$ cat src/verilog/smig_defines.svh
// register offsets, field positions, reset values and timing counts
// assumes a 100 MHz system clock
`ifndef SMIG_DEFINES_SVH
`define SMIG_DEFINES_SVH

// ----------------------------------------
// register offsets (word index on a 4-bit address)
// ----------------------------------------
`define SMIG_OFS_CTRL 4'h0
`define SMIG_OFS_EN 4'h1
`define SMIG_OFS_STS 4'h2
`define SMIG_OFS_MASK 4'h3
`define SMIG_OFS_IRQ 4'h4
`define SMIG_OFS_RAW 4'h5

// ----------------------------------------
// control fields
// ----------------------------------------
`define SMIG_CTRL_GEN 0
`define SMIG_CTRL_DONE 1
`define SMIG_CTRL_ROUTE 2
`define SMIG_CTRL_COVPOL 3
`define SMIG_CTRL_OVREN 4

// ----------------------------------------
// event bit positions (status and enable share layout)
// ----------------------------------------
`define SMIG_EV_BUTTON 0
`define SMIG_EV_OVERRIDE 1
`define SMIG_EV_COVER 2
`define SMIG_EV_GENERAL 3
`define SMIG_EV_EXTREQ 4
`define SMIG_EV_ALERT 5
`define SMIG_EV_TARGET 6
`define SMIG_EV_SHADOW_A 7
`define SMIG_EV_SHADOW_B 8
`define SMIG_NEV 9
`define SMIG_GROUP_BIT 15

// ----------------------------------------
// reset values
// ----------------------------------------
`define SMIG_CTRL_RST 5'h00
`define SMIG_EN_RST 9'h000
// synchroniser idle levels: active-low pins high, the rest low
`define SMIG_SYNC_RST 8'h0d

// ----------------------------------------
// timing
// ----------------------------------------
`define SMIG_CLK_MHZ 100
`define SMIG_DEBOUNCE_MS 16
`define SMIG_OVERRIDE_S 4
`define SMIG_DEBOUNCE_CYC (`SMIG_DEBOUNCE_MS * 1000 * `SMIG_CLK_MHZ)
`define SMIG_OVERRIDE_CYC (`SMIG_OVERRIDE_S * 1000000 * `SMIG_CLK_MHZ)

`endif

$ cat src/verilog/smig_pkg.sv
// types shared by the management interrupt generator
// assumes smig_defines.svh for field positions
package smig_pkg;
  typedef struct packed {
    logic [3:0] addr;
    logic [31:0] wdata;
    logic wr;
    logic rd;
  } smig_bus_req_t;

  typedef struct packed {
    logic alert;
    logic target;
    logic shadow_a;
    logic shadow_b;
  } smig_bus_ev_t;

  typedef enum logic [2:0] {
    SMIG_IDLE = 3'b001,
    SMIG_ASSERT = 3'b010,
    SMIG_GAP = 3'b100
  } smig_state_t;
endpackage

$ cat src/verilog/smig_top.sv
// management interrupt generator: event status, handler gating, routing
// assumes plain register port on sys_clk; event pins are asynchronous
`timescale 1ns/1ps
`include "smig_defines.svh"

module smig_top #(
  parameter int DEBOUNCE_CYC = `SMIG_DEBOUNCE_CYC,
  parameter int OVERRIDE_CYC = `SMIG_OVERRIDE_CYC
) (
  input wire logic sys_clk,
  input wire logic rst_b,
  input wire smig_pkg::smig_bus_req_t bus_req,
  output logic [31:0] rd_data,
  input wire logic power_button_in_n,
  input wire logic cover_switch_in,
  input wire logic general_event_in,
  input wire logic external_mgmt_req_n,
  input wire smig_pkg::smig_bus_ev_t bus_events,
  output logic mgmt_irq_out_n,
  output logic control_irq,
  output logic resume_event,
  output logic soft_off_req,
  output logic irq
);

  // ----------------------------------------
  // input synchronisers
  // ----------------------------------------
  logic [7:0] sync1_r;
  logic [7:0] sync2_r;
  // reset to idle levels, else a false event follows release
  localparam logic [7:0] SYNC_RST = `SMIG_SYNC_RST;
  wire [7:0] raw_in = {bus_events, external_mgmt_req_n, general_event_in,
                       cover_switch_in, power_button_in_n};
  genvar gi;
  generate
    for (gi = 0; gi < 8; gi++) begin : g_sync
      always_ff @(posedge sys_clk or negedge rst_b) begin
        if (!rst_b) begin
          sync1_r[gi] <= SYNC_RST[gi];
          sync2_r[gi] <= SYNC_RST[gi];
        end else begin
          sync1_r[gi] <= raw_in[gi];
          sync2_r[gi] <= sync1_r[gi];
        end
      end
    end
  endgenerate

  // ----------------------------------------
  // control registers
  // ----------------------------------------
  logic [4:0] ctrl_r;
  logic [`SMIG_NEV-1:0] en_r;
  logic [`SMIG_NEV-1:0] sts_r;
  logic [`SMIG_NEV-1:0] sts_nxt;
  logic [`SMIG_NEV-1:0] ev_set;
  logic [`SMIG_NEV-1:0] mask_r;
  logic irq_sts_r;
  logic done_r;
  wire wr_ctrl = bus_req.wr && bus_req.addr == `SMIG_OFS_CTRL;
  wire wr_sts = bus_req.wr && bus_req.addr == `SMIG_OFS_STS;
  wire gen_en = ctrl_r[`SMIG_CTRL_GEN];
  wire route_ctl = ctrl_r[`SMIG_CTRL_ROUTE];

  always_ff @(posedge sys_clk or negedge rst_b) begin
    if (!rst_b) begin
      ctrl_r <= `SMIG_CTRL_RST;
      en_r <= `SMIG_EN_RST;
      mask_r <= `SMIG_EN_RST;
    end else if (bus_req.wr) begin
      if (bus_req.addr == `SMIG_OFS_CTRL)
        ctrl_r <= bus_req.wdata[4:0];
      if (bus_req.addr == `SMIG_OFS_EN)
        en_r <= bus_req.wdata[`SMIG_NEV-1:0];
      if (bus_req.addr == `SMIG_OFS_MASK)
        mask_r <= bus_req.wdata[`SMIG_NEV-1:0];
    end
  end

  // ----------------------------------------
  // debounce filters for button and cover
  // ----------------------------------------
  logic [31:0] btn_cnt_r;
  logic [31:0] cov_cnt_r;
  logic btn_db_r;
  logic cov_db_r;
  logic cov_db_d_r;
  logic btn_db_d_r;
  logic [31:0] hold_cnt_r;
  logic ovr_fire;

  always_ff @(posedge sys_clk or negedge rst_b) begin
    if (!rst_b) begin
      btn_cnt_r <= 32'h0;
      btn_db_r <= 1'b0;
    end else if (!sync2_r[0] == btn_db_r) begin
      btn_cnt_r <= 32'h0;
    end else if (btn_cnt_r >= 32'(DEBOUNCE_CYC - 1)) begin
      btn_cnt_r <= 32'h0;
      btn_db_r <= !sync2_r[0];
    end else begin
      btn_cnt_r <= btn_cnt_r + 32'h1;
    end
  end

  always_ff @(posedge sys_clk or negedge rst_b) begin
    if (!rst_b) begin
      cov_cnt_r <= 32'h0;
      cov_db_r <= 1'b0;
    end else if (sync2_r[1] == cov_db_r) begin
      cov_cnt_r <= 32'h0;
    end else if (cov_cnt_r >= 32'(DEBOUNCE_CYC - 1)) begin
      cov_cnt_r <= 32'h0;
      cov_db_r <= sync2_r[1];
    end else begin
      cov_cnt_r <= cov_cnt_r + 32'h1;
    end
  end

  always_ff @(posedge sys_clk or negedge rst_b) begin
    if (!rst_b) begin
      cov_db_d_r <= 1'b0;
      btn_db_d_r <= 1'b0;
    end else begin
      cov_db_d_r <= cov_db_r;
      btn_db_d_r <= btn_db_r;
    end
  end

  // long-press hold counter, counted from debounced press
  always_ff @(posedge sys_clk or negedge rst_b) begin
    if (!rst_b) begin
      hold_cnt_r <= 32'h0;
    end else if (!btn_db_r) begin
      hold_cnt_r <= 32'h0;
    end else if (hold_cnt_r <= 32'(OVERRIDE_CYC)) begin
      hold_cnt_r <= hold_cnt_r + 32'h1;
    end
  end
  assign ovr_fire = ctrl_r[`SMIG_CTRL_OVREN] && hold_cnt_r == 32'(OVERRIDE_CYC);

  // ----------------------------------------
  // event detection and sticky status
  // ----------------------------------------
  // polarity picks the edge of the debounced cover level
  wire cov_edge = ctrl_r[`SMIG_CTRL_COVPOL] ? (cov_db_r && !cov_db_d_r)
                                            : (!cov_db_r && cov_db_d_r);

  always_comb begin
    ev_set = '0;
    ev_set[`SMIG_EV_BUTTON] = btn_db_r && !btn_db_d_r;
    ev_set[`SMIG_EV_OVERRIDE] = ovr_fire;
    ev_set[`SMIG_EV_COVER] = cov_edge;
    ev_set[`SMIG_EV_GENERAL] = !sync2_r[2];
    ev_set[`SMIG_EV_EXTREQ] = !sync2_r[3];
    ev_set[`SMIG_EV_ALERT] = sync2_r[7];
    ev_set[`SMIG_EV_TARGET] = sync2_r[6];
    ev_set[`SMIG_EV_SHADOW_A] = sync2_r[5];
    ev_set[`SMIG_EV_SHADOW_B] = sync2_r[4];
  end

  // write one to clear; a new event wins over the clear
  always_comb begin
    sts_nxt = sts_r;
    if (wr_sts)
      sts_nxt = sts_nxt & ~bus_req.wdata[`SMIG_NEV-1:0];
    // override clears button status and sets override
    if (ovr_fire)
      sts_nxt[`SMIG_EV_BUTTON] = 1'b0;
    // each event sets its own bit
    sts_nxt = sts_nxt | (ev_set & ~(ovr_fire ? `SMIG_NEV'(1) : `SMIG_NEV'(0)));
  end

  always_ff @(posedge sys_clk or negedge rst_b) begin
    if (!rst_b)
      sts_r <= '0;
    else
      sts_r <= sts_nxt;
  end

  // enabled events feed the selected interrupt path
  wire [`SMIG_NEV-1:0] en_sts = sts_r & en_r;
  wire mgmt_pending = gen_en && !route_ctl && |en_sts;
  wire [`SMIG_NEV-1:0] en_new = ev_set & en_r;

  // ----------------------------------------
  // handler done flag and output
  // ----------------------------------------
  smig_pkg::smig_state_t state_r;
  logic armed_r;

  // no assertion until software set the flag once
  always_ff @(posedge sys_clk or negedge rst_b) begin
    if (!rst_b)
      armed_r <= 1'b0;
    else if (done_r)
      armed_r <= 1'b1;
  end

  // set refused while status pending; enabled event clears it while gen_en set and route select 0
  always_ff @(posedge sys_clk or negedge rst_b) begin
    if (!rst_b) begin
      done_r <= 1'b0;
    end else if (gen_en && !route_ctl && |en_new) begin
      done_r <= 1'b0;
    end else if (wr_ctrl && bus_req.wdata[`SMIG_CTRL_DONE] && !mgmt_pending) begin
      done_r <= 1'b1;
    end else if (done_r && mgmt_pending && state_r == smig_pkg::SMIG_IDLE) begin
      // flag set with status pending: clear again
      done_r <= 1'b0;
    end
  end

  // gap of at least two clocks between handler end and next assertion
  always_ff @(posedge sys_clk or negedge rst_b) begin
    if (!rst_b) begin
      state_r <= smig_pkg::SMIG_IDLE;
      mgmt_irq_out_n <= 1'b1;
    end else begin
      case (state_r)
        smig_pkg::SMIG_IDLE: begin
          // once armed, flag clear with an enabled request drives output low
          if (armed_r && !done_r && mgmt_pending) begin
            state_r <= smig_pkg::SMIG_ASSERT;
            mgmt_irq_out_n <= 1'b0;
          end
        end
        smig_pkg::SMIG_ASSERT: begin
          // stays low; extra events add no new pulse
          if (done_r || !gen_en) begin
            // inactive for at least one clock
            state_r <= smig_pkg::SMIG_GAP;
            mgmt_irq_out_n <= 1'b1;
          end
        end
        smig_pkg::SMIG_GAP: begin
          state_r <= smig_pkg::SMIG_IDLE;
        end
        default: begin
          state_r <= smig_pkg::SMIG_IDLE;
          mgmt_irq_out_n <= 1'b1;
        end
      endcase
    end
  end

  // ----------------------------------------
  // control irq, resume, soft-off
  // ----------------------------------------
  always_ff @(posedge sys_clk or negedge rst_b) begin
    if (!rst_b) begin
      control_irq <= 1'b0;
      resume_event <= 1'b0;
      soft_off_req <= 1'b0;
    end else begin
      // route select 1 gives control irq
      control_irq <= route_ctl && |en_sts;
      // enabled events also wake a suspended system
      resume_event <= |en_new;
      // long press forces soft-off, held until reset
      if (ovr_fire)
        soft_off_req <= 1'b1;
    end
  end

  // ----------------------------------------
  // register read, read-to-clear interrupt status
  // ----------------------------------------
  wire [4:0] ctrl_view = {ctrl_r[4:2], done_r, ctrl_r[0]};
  always_ff @(posedge sys_clk or negedge rst_b) begin
    if (!rst_b) begin
      rd_data <= 32'h0;
    end else if (bus_req.rd) begin
      case (bus_req.addr)
        `SMIG_OFS_CTRL: rd_data <= {27'h0, ctrl_view};
        `SMIG_OFS_EN: rd_data <= {23'h0, en_r};
        // group bit is OR of children, read only
        `SMIG_OFS_STS: rd_data <= {16'h0, |sts_r, 6'h0, sts_r};
        `SMIG_OFS_MASK: rd_data <= {23'h0, mask_r};
        `SMIG_OFS_IRQ: rd_data <= {31'h0, irq_sts_r};
        `SMIG_OFS_RAW: rd_data <= {24'h0, sync2_r};
        default: rd_data <= 32'h0;
      endcase
    end else begin
      rd_data <= 32'h0;
    end
  end

  // sticky output-assert event, cleared by reading; set wins
  wire irq_ev = armed_r && state_r == smig_pkg::SMIG_IDLE && !done_r && mgmt_pending;
  always_ff @(posedge sys_clk or negedge rst_b) begin
    if (!rst_b)
      irq_sts_r <= 1'b0;
    else if (irq_ev)
      irq_sts_r <= 1'b1;
    else if (bus_req.rd && bus_req.addr == `SMIG_OFS_IRQ)
      irq_sts_r <= 1'b0;
  end

  always_ff @(posedge sys_clk or negedge rst_b) begin
    if (!rst_b)
      irq <= 1'b0;
    else
      irq <= irq_sts_r && mask_r[0];
  end

  // ----------------------------------------
  // checks
  // ----------------------------------------
  property p_gate;
    @(posedge sys_clk) disable iff (!rst_b)
    !gen_en |=> mgmt_irq_out_n || $past(mgmt_irq_out_n) == 1'b0;
  endproperty
  a_gate: assert property (p_gate) else $error("irq asserted while disabled");

  property p_assert;
    @(posedge sys_clk) disable iff (!rst_b)
    (armed_r && state_r == smig_pkg::SMIG_IDLE && !done_r && mgmt_pending) |=> !mgmt_irq_out_n;
  endproperty
  a_assert: assert property (p_assert) else $error("irq not asserted");

  property p_gap;
    @(posedge sys_clk) disable iff (!rst_b)
    $rose(mgmt_irq_out_n) |=> mgmt_irq_out_n;
  endproperty
  a_gap: assert property (p_gap) else $error("inactive gap too short");

  property p_refuse;
    @(posedge sys_clk) disable iff (!rst_b)
    (wr_ctrl && mgmt_pending && !done_r) |=> !done_r;
  endproperty
  a_refuse: assert property (p_refuse) else $error("done flag set while pending");

  property p_route;
    @(posedge sys_clk) disable iff (!rst_b)
    (route_ctl && |en_sts) ##1 route_ctl |-> control_irq;
  endproperty
  a_route: assert property (p_route) else $error("control irq missing");

  property p_sticky;
    @(posedge sys_clk) disable iff (!rst_b)
    (|sts_r && !wr_sts && !ovr_fire) |=> |sts_r;
  endproperty
  a_sticky: assert property (p_sticky) else $error("status lost");

  property p_override;
    @(posedge sys_clk) disable iff (!rst_b)
    ovr_fire |=> sts_r[`SMIG_EV_OVERRIDE] && !sts_r[`SMIG_EV_BUTTON] && soft_off_req;
  endproperty
  a_override: assert property (p_override) else $error("override effect missing");

  property p_cover;
    @(posedge sys_clk) disable iff (!rst_b)
    cov_edge |=> sts_r[`SMIG_EV_COVER];
  endproperty
  a_cover: assert property (p_cover) else $error("cover status not set");

endmodule

$ cat config.mk
export PLATFORM = sky130hd
export DESIGN_NAME = smig_top
export DESIGN_NICKNAME = d
export VERILOG_FILES = /design/src/verilog/smig_pkg.sv /design/src/verilog/smig_top.sv
export VERILOG_INCLUDE_DIRS = /design/src /design/src/verilog
export SDC_FILE = /design/constraint.sdc
export NUM_CORES = 1
export LEC_CHECK = 0
export ABC_AREA = 1
export ABC_CLOCK_PERIOD_IN_PS = 2100
export BUFFER_PORTS_ARGS = -buffer_cell sky130_fd_sc_hd__buf_2
export CORE_ASPECT_RATIO = 2
export CORE_UTILIZATION = 60
export CTS_CLUSTER_DIAMETER = 30
export CTS_CLUSTER_SIZE = 20
export DETAILED_ROUTE_END_ITERATION = 7
export GPL_TIMING_DRIVEN = 0
export HOLD_SLACK_MARGIN = 0.12
export PLACE_DENSITY = 0.85
export SLEW_MARGIN = 5
export SYNTH_ARGS = -nofsm -noshare
export SYNTH_HDL_FRONTEND = slang
export SYNTH_SLANG_ARGS = --single-unit
$ cat constraint.sdc
create_clock -name sys_clk -period 2.1 [get_ports sys_clk]
set_input_delay 0.21 -clock sys_clk [delete_from_list [all_inputs] [get_ports sys_clk]]
set_output_delay 0.21 -clock sys_clk [all_outputs]
set_load 0.1 [all_outputs]
==> results.md <==
* Run status: finished, final reports clean
* Crit Path Max Fanout at 10
* RSZ-0062 raised after global routing: no
* CTS tree: built
* Share of the synthesized area in the top cell type at 0.4661
* Kind of critical path: flip-flop to flip-flop
* Data arrival time of the critical path at 2.29 ns
* Antenna violations before repair at 0
* Buffer type at the clock tree root: clkbuf_16
* Maximum number of buffers from clock root to sink at 2
* Total track usage at 0.3024
* Post-route cell area at 9990 um^2
* Met3 routing resource usage after global routing at 0.05134
* Sequential fraction of the synthesis area at 0.4906
* Most repeated cell in the gate-level netlist after synthesis: nand2_1
* Via density per instance at 5.332
* Depth of the CTS H-tree at 4
* CP endpoint kind: flip-flop
* Number of slew-limit violations in the final report at 0
* Final period utilization at 0.9175
* Antenna diode instance count at 0
* Maximum clock skew at final layout at 0.01034 ns
* IR Drop Worst-Case VDD at 0.6084 mV
* Number of flops mapped to enable cells by yosys at 0
* Maximum operating frequency at 519.0 MHz
* Port buffer count at 38
* Insertion delay of the later-clocked pin in the worst-skew pair at 0.43 ns
* Total negative setup slack at 0 ns
* Floorplan die area at 14830 um^2
* Count of warnings emitted by yosys at 0
* Number of nets with antenna violations after detailed routing at 0
* Global routing met2 resource utilization at 0.5704
* Relative slew margins at 0.6373
* Half-perimeter wire length of the detailed placement result at 15160 um
* Pin count of the biggest net entering global routing at 100
* RD Place Congestion at ~1.0
* Mean cell area of the mapped netlist at 7.690 um^2
* Global-route wire length before repair at around 34000 um
* CTS buffer count at 17
* Fin Hold WS at 0.1289 ns
* Count of nets after finishing at 1287
* Final wirelength at 20870 um
* Violation count after the first detailed-routing iteration at approximately 520
* Most used DFF post-synth: dfrtp_1
* Worst hold path type: primary input to flip-flop
* Overall power consumption at 7.861 mW
* Critical path launch point type: flip-flop
* Routing layer with the top usage in global route: met2
* Static Leakage at approximately 4.8 nW
* Power density over the cells at 786.9 nW/um^2
* Register clock-pin slew on the reported worst setup and hold paths at 0.07 ns
* Share of cells above drive strength 1 at 0.1154
* Relative area change from synthesis to final layout at 16.30%
* FFs w/ async S/R, synth at 1.000
* DR DRC count at 0
* Vias post-DR at between 7000 and 8000
* Biggest area contributors in the synthesized netlist: dfrtp_1, nand2_1, nor2_1
* Floorplan core area at 13970 um^2
* Number of ports placed on the die boundary at 85
* Post-DP Area at between 9000 and 10000 um^2
* Hold Path Cell Cnt at 3
* Mapped Cells at 1117
* Hold Violations, Final at 0
* Number of flip-flops and latches in the synthesized netlist at 168
* Die span in x at slightly below 90 um
* Number of distinct library cells after synthesis at 35
* Number of fillers in the final layout at 1139
* Worst-margin pin slew at 0.5441 ns
* Clock sink total at ~170
* Wirelength per Cell at between 10 and 15 um
* Initial Util at 0.6150
* Area of the mapped netlist at 8589 um^2
* First-pass iteration count of the detailed router at 7
* Met1 global-route usage at 0.2913
* Die H at 171.2 um
* Shortest clock period the worst path allows after layout at 1.927 ns
* Cell type contributing the most total cell area after synthesis: dfrtp_1
* Vias in the first global route at 7613
* Number of max-cap violations at 0
* Most instantiated cells after synthesis: nand2_1, nor2_1, dfrtp_1
* Grt ovf at 0
* Required time of the critical path at 2.46 ns
* Num rows at 61
* Register-to-Register Path Depth at 10
* Setup-failing EPs final at 0
[placed cells by master, fill, tap and decap left out, types with 10 or more instances in the layout]
master         netlist  layout
dfrtp_1            160     160
nand3_1             57      57
buf_2                8      45
o21ai_0             49      49
dlygate4sd3_1        0      17
nand4_1             45      45
a21oi_1             15      15
nand2_1            310     310
xnor2_1             10      10
nor3_1              17      17
xor2_1              37      37
buf_4               27      27
clkbuf_16            0      17
conb_1               1      44
inv_1              120     120
nor2_1             196     195
[worst paths after layout]
check	startpoint	end	slack, ns
setup / recovery	hold_cnt_r[0]	hold_cnt_r[18]	0.17
hold / removal	bus_req[4]	ctrl_r[2]	0.13
setup reg to reg	hold_cnt_r[0]	hold_cnt_r[18]	0.17
hold reg to reg	sync1_r[0]	sync2_r[0]	0.36
max in group asynchronous	rst_b	sync1_r[3]	0.91
min in group asynchronous	rst_b	cov_cnt_r[8]	0.31
[kinds of logic after synthesis]
family / count (synthesis) / synth area share
xor gates and xnor gates: 47 / 0.04792
adders and majority gates: 4 / 0.005827
other: 1 / 0.0004366
buffers and inverters: 173 / 0.09133
and+or+nand+nor: 649 / 0.3184
AOI/OAI and AO/OA: 75 / 0.04545
DFF: 168 / 0.4906
[state kept, by name (all words and copies together) (netlist names), 3 cells and up]
signal / cells
sync1_r: 8
ev_set: 4
hold_cnt_r: 32
state_r: 3
btn_cnt_r: 32
sync2_r: 4
ctrl_r: 4
mask_r: 9
rd_data: 10
cov_cnt_r: 32
en_r: 9
sts_r: 9
[power by group]
part           internal, mW  switching (mW)
Sequential             3.46           0.139
Clock                  1.84            1.32
Combinational         0.256           0.848
Total                  5.55            2.31
[final cells by class]
type | instances | area [um^2] | share of cell area
clock inverters | 12 | 142.6 | 0.01428
inverters | 127 | 476.7 | 0.04772
repair buffers | 56 | 397.9 | 0.03983
multi-input cells | 819 | 3757 | 0.3761
flip-flops and latches | 168 | 4214 | 0.4218
well taps | 189 | 236.5 | 0.02367
plain buffers | 46 | 307.8 | 0.03081
clock buffers | 20 | 456.7 | 0.04572
[worst max-delay path, stage by stage, from the launching register on]
cell,delay [ns]
dfrtp_1,0.49
inv_1,0.14
ha_1,0.21
inv_1,0.07
nor3_1,0.04
nand3_1,0.09
nor2_2,0.05
nand2_2,0.10
buf_2,0.24
nand4_1,0.27
nand2_1,0.16
[metrics by stage]
step           worst slack [ns]  instances  utilization
2_1_floorplan            0.5380       1160            -
3_3_place_gp             -1.626       1387       0.6571
3_5_place_dp             0.1061       1388       0.6598
4_1_cts                 0.07892       1437       0.7149
5_1_grt                 0.02035       1437       0.7152
6_report                 0.1734       1437       0.7152
[per-layer routing]
layer / share of wire / up-vias
met5: 0 / -
met4: 0.057 / 0
met3: 0.042 / 103
met2: 0.55 / 306
met1: 0.35 / 3581
li1: - / 3672
[what timing repair did]
item	4_1_cts	5_1_grt
hold endpoints to repair	91	0
gates resized for setup	0	2
setup buffers	0	0
hold buffers	17	0
setup endpoints to repair	0	2
(Power assumes the default switching activity.)
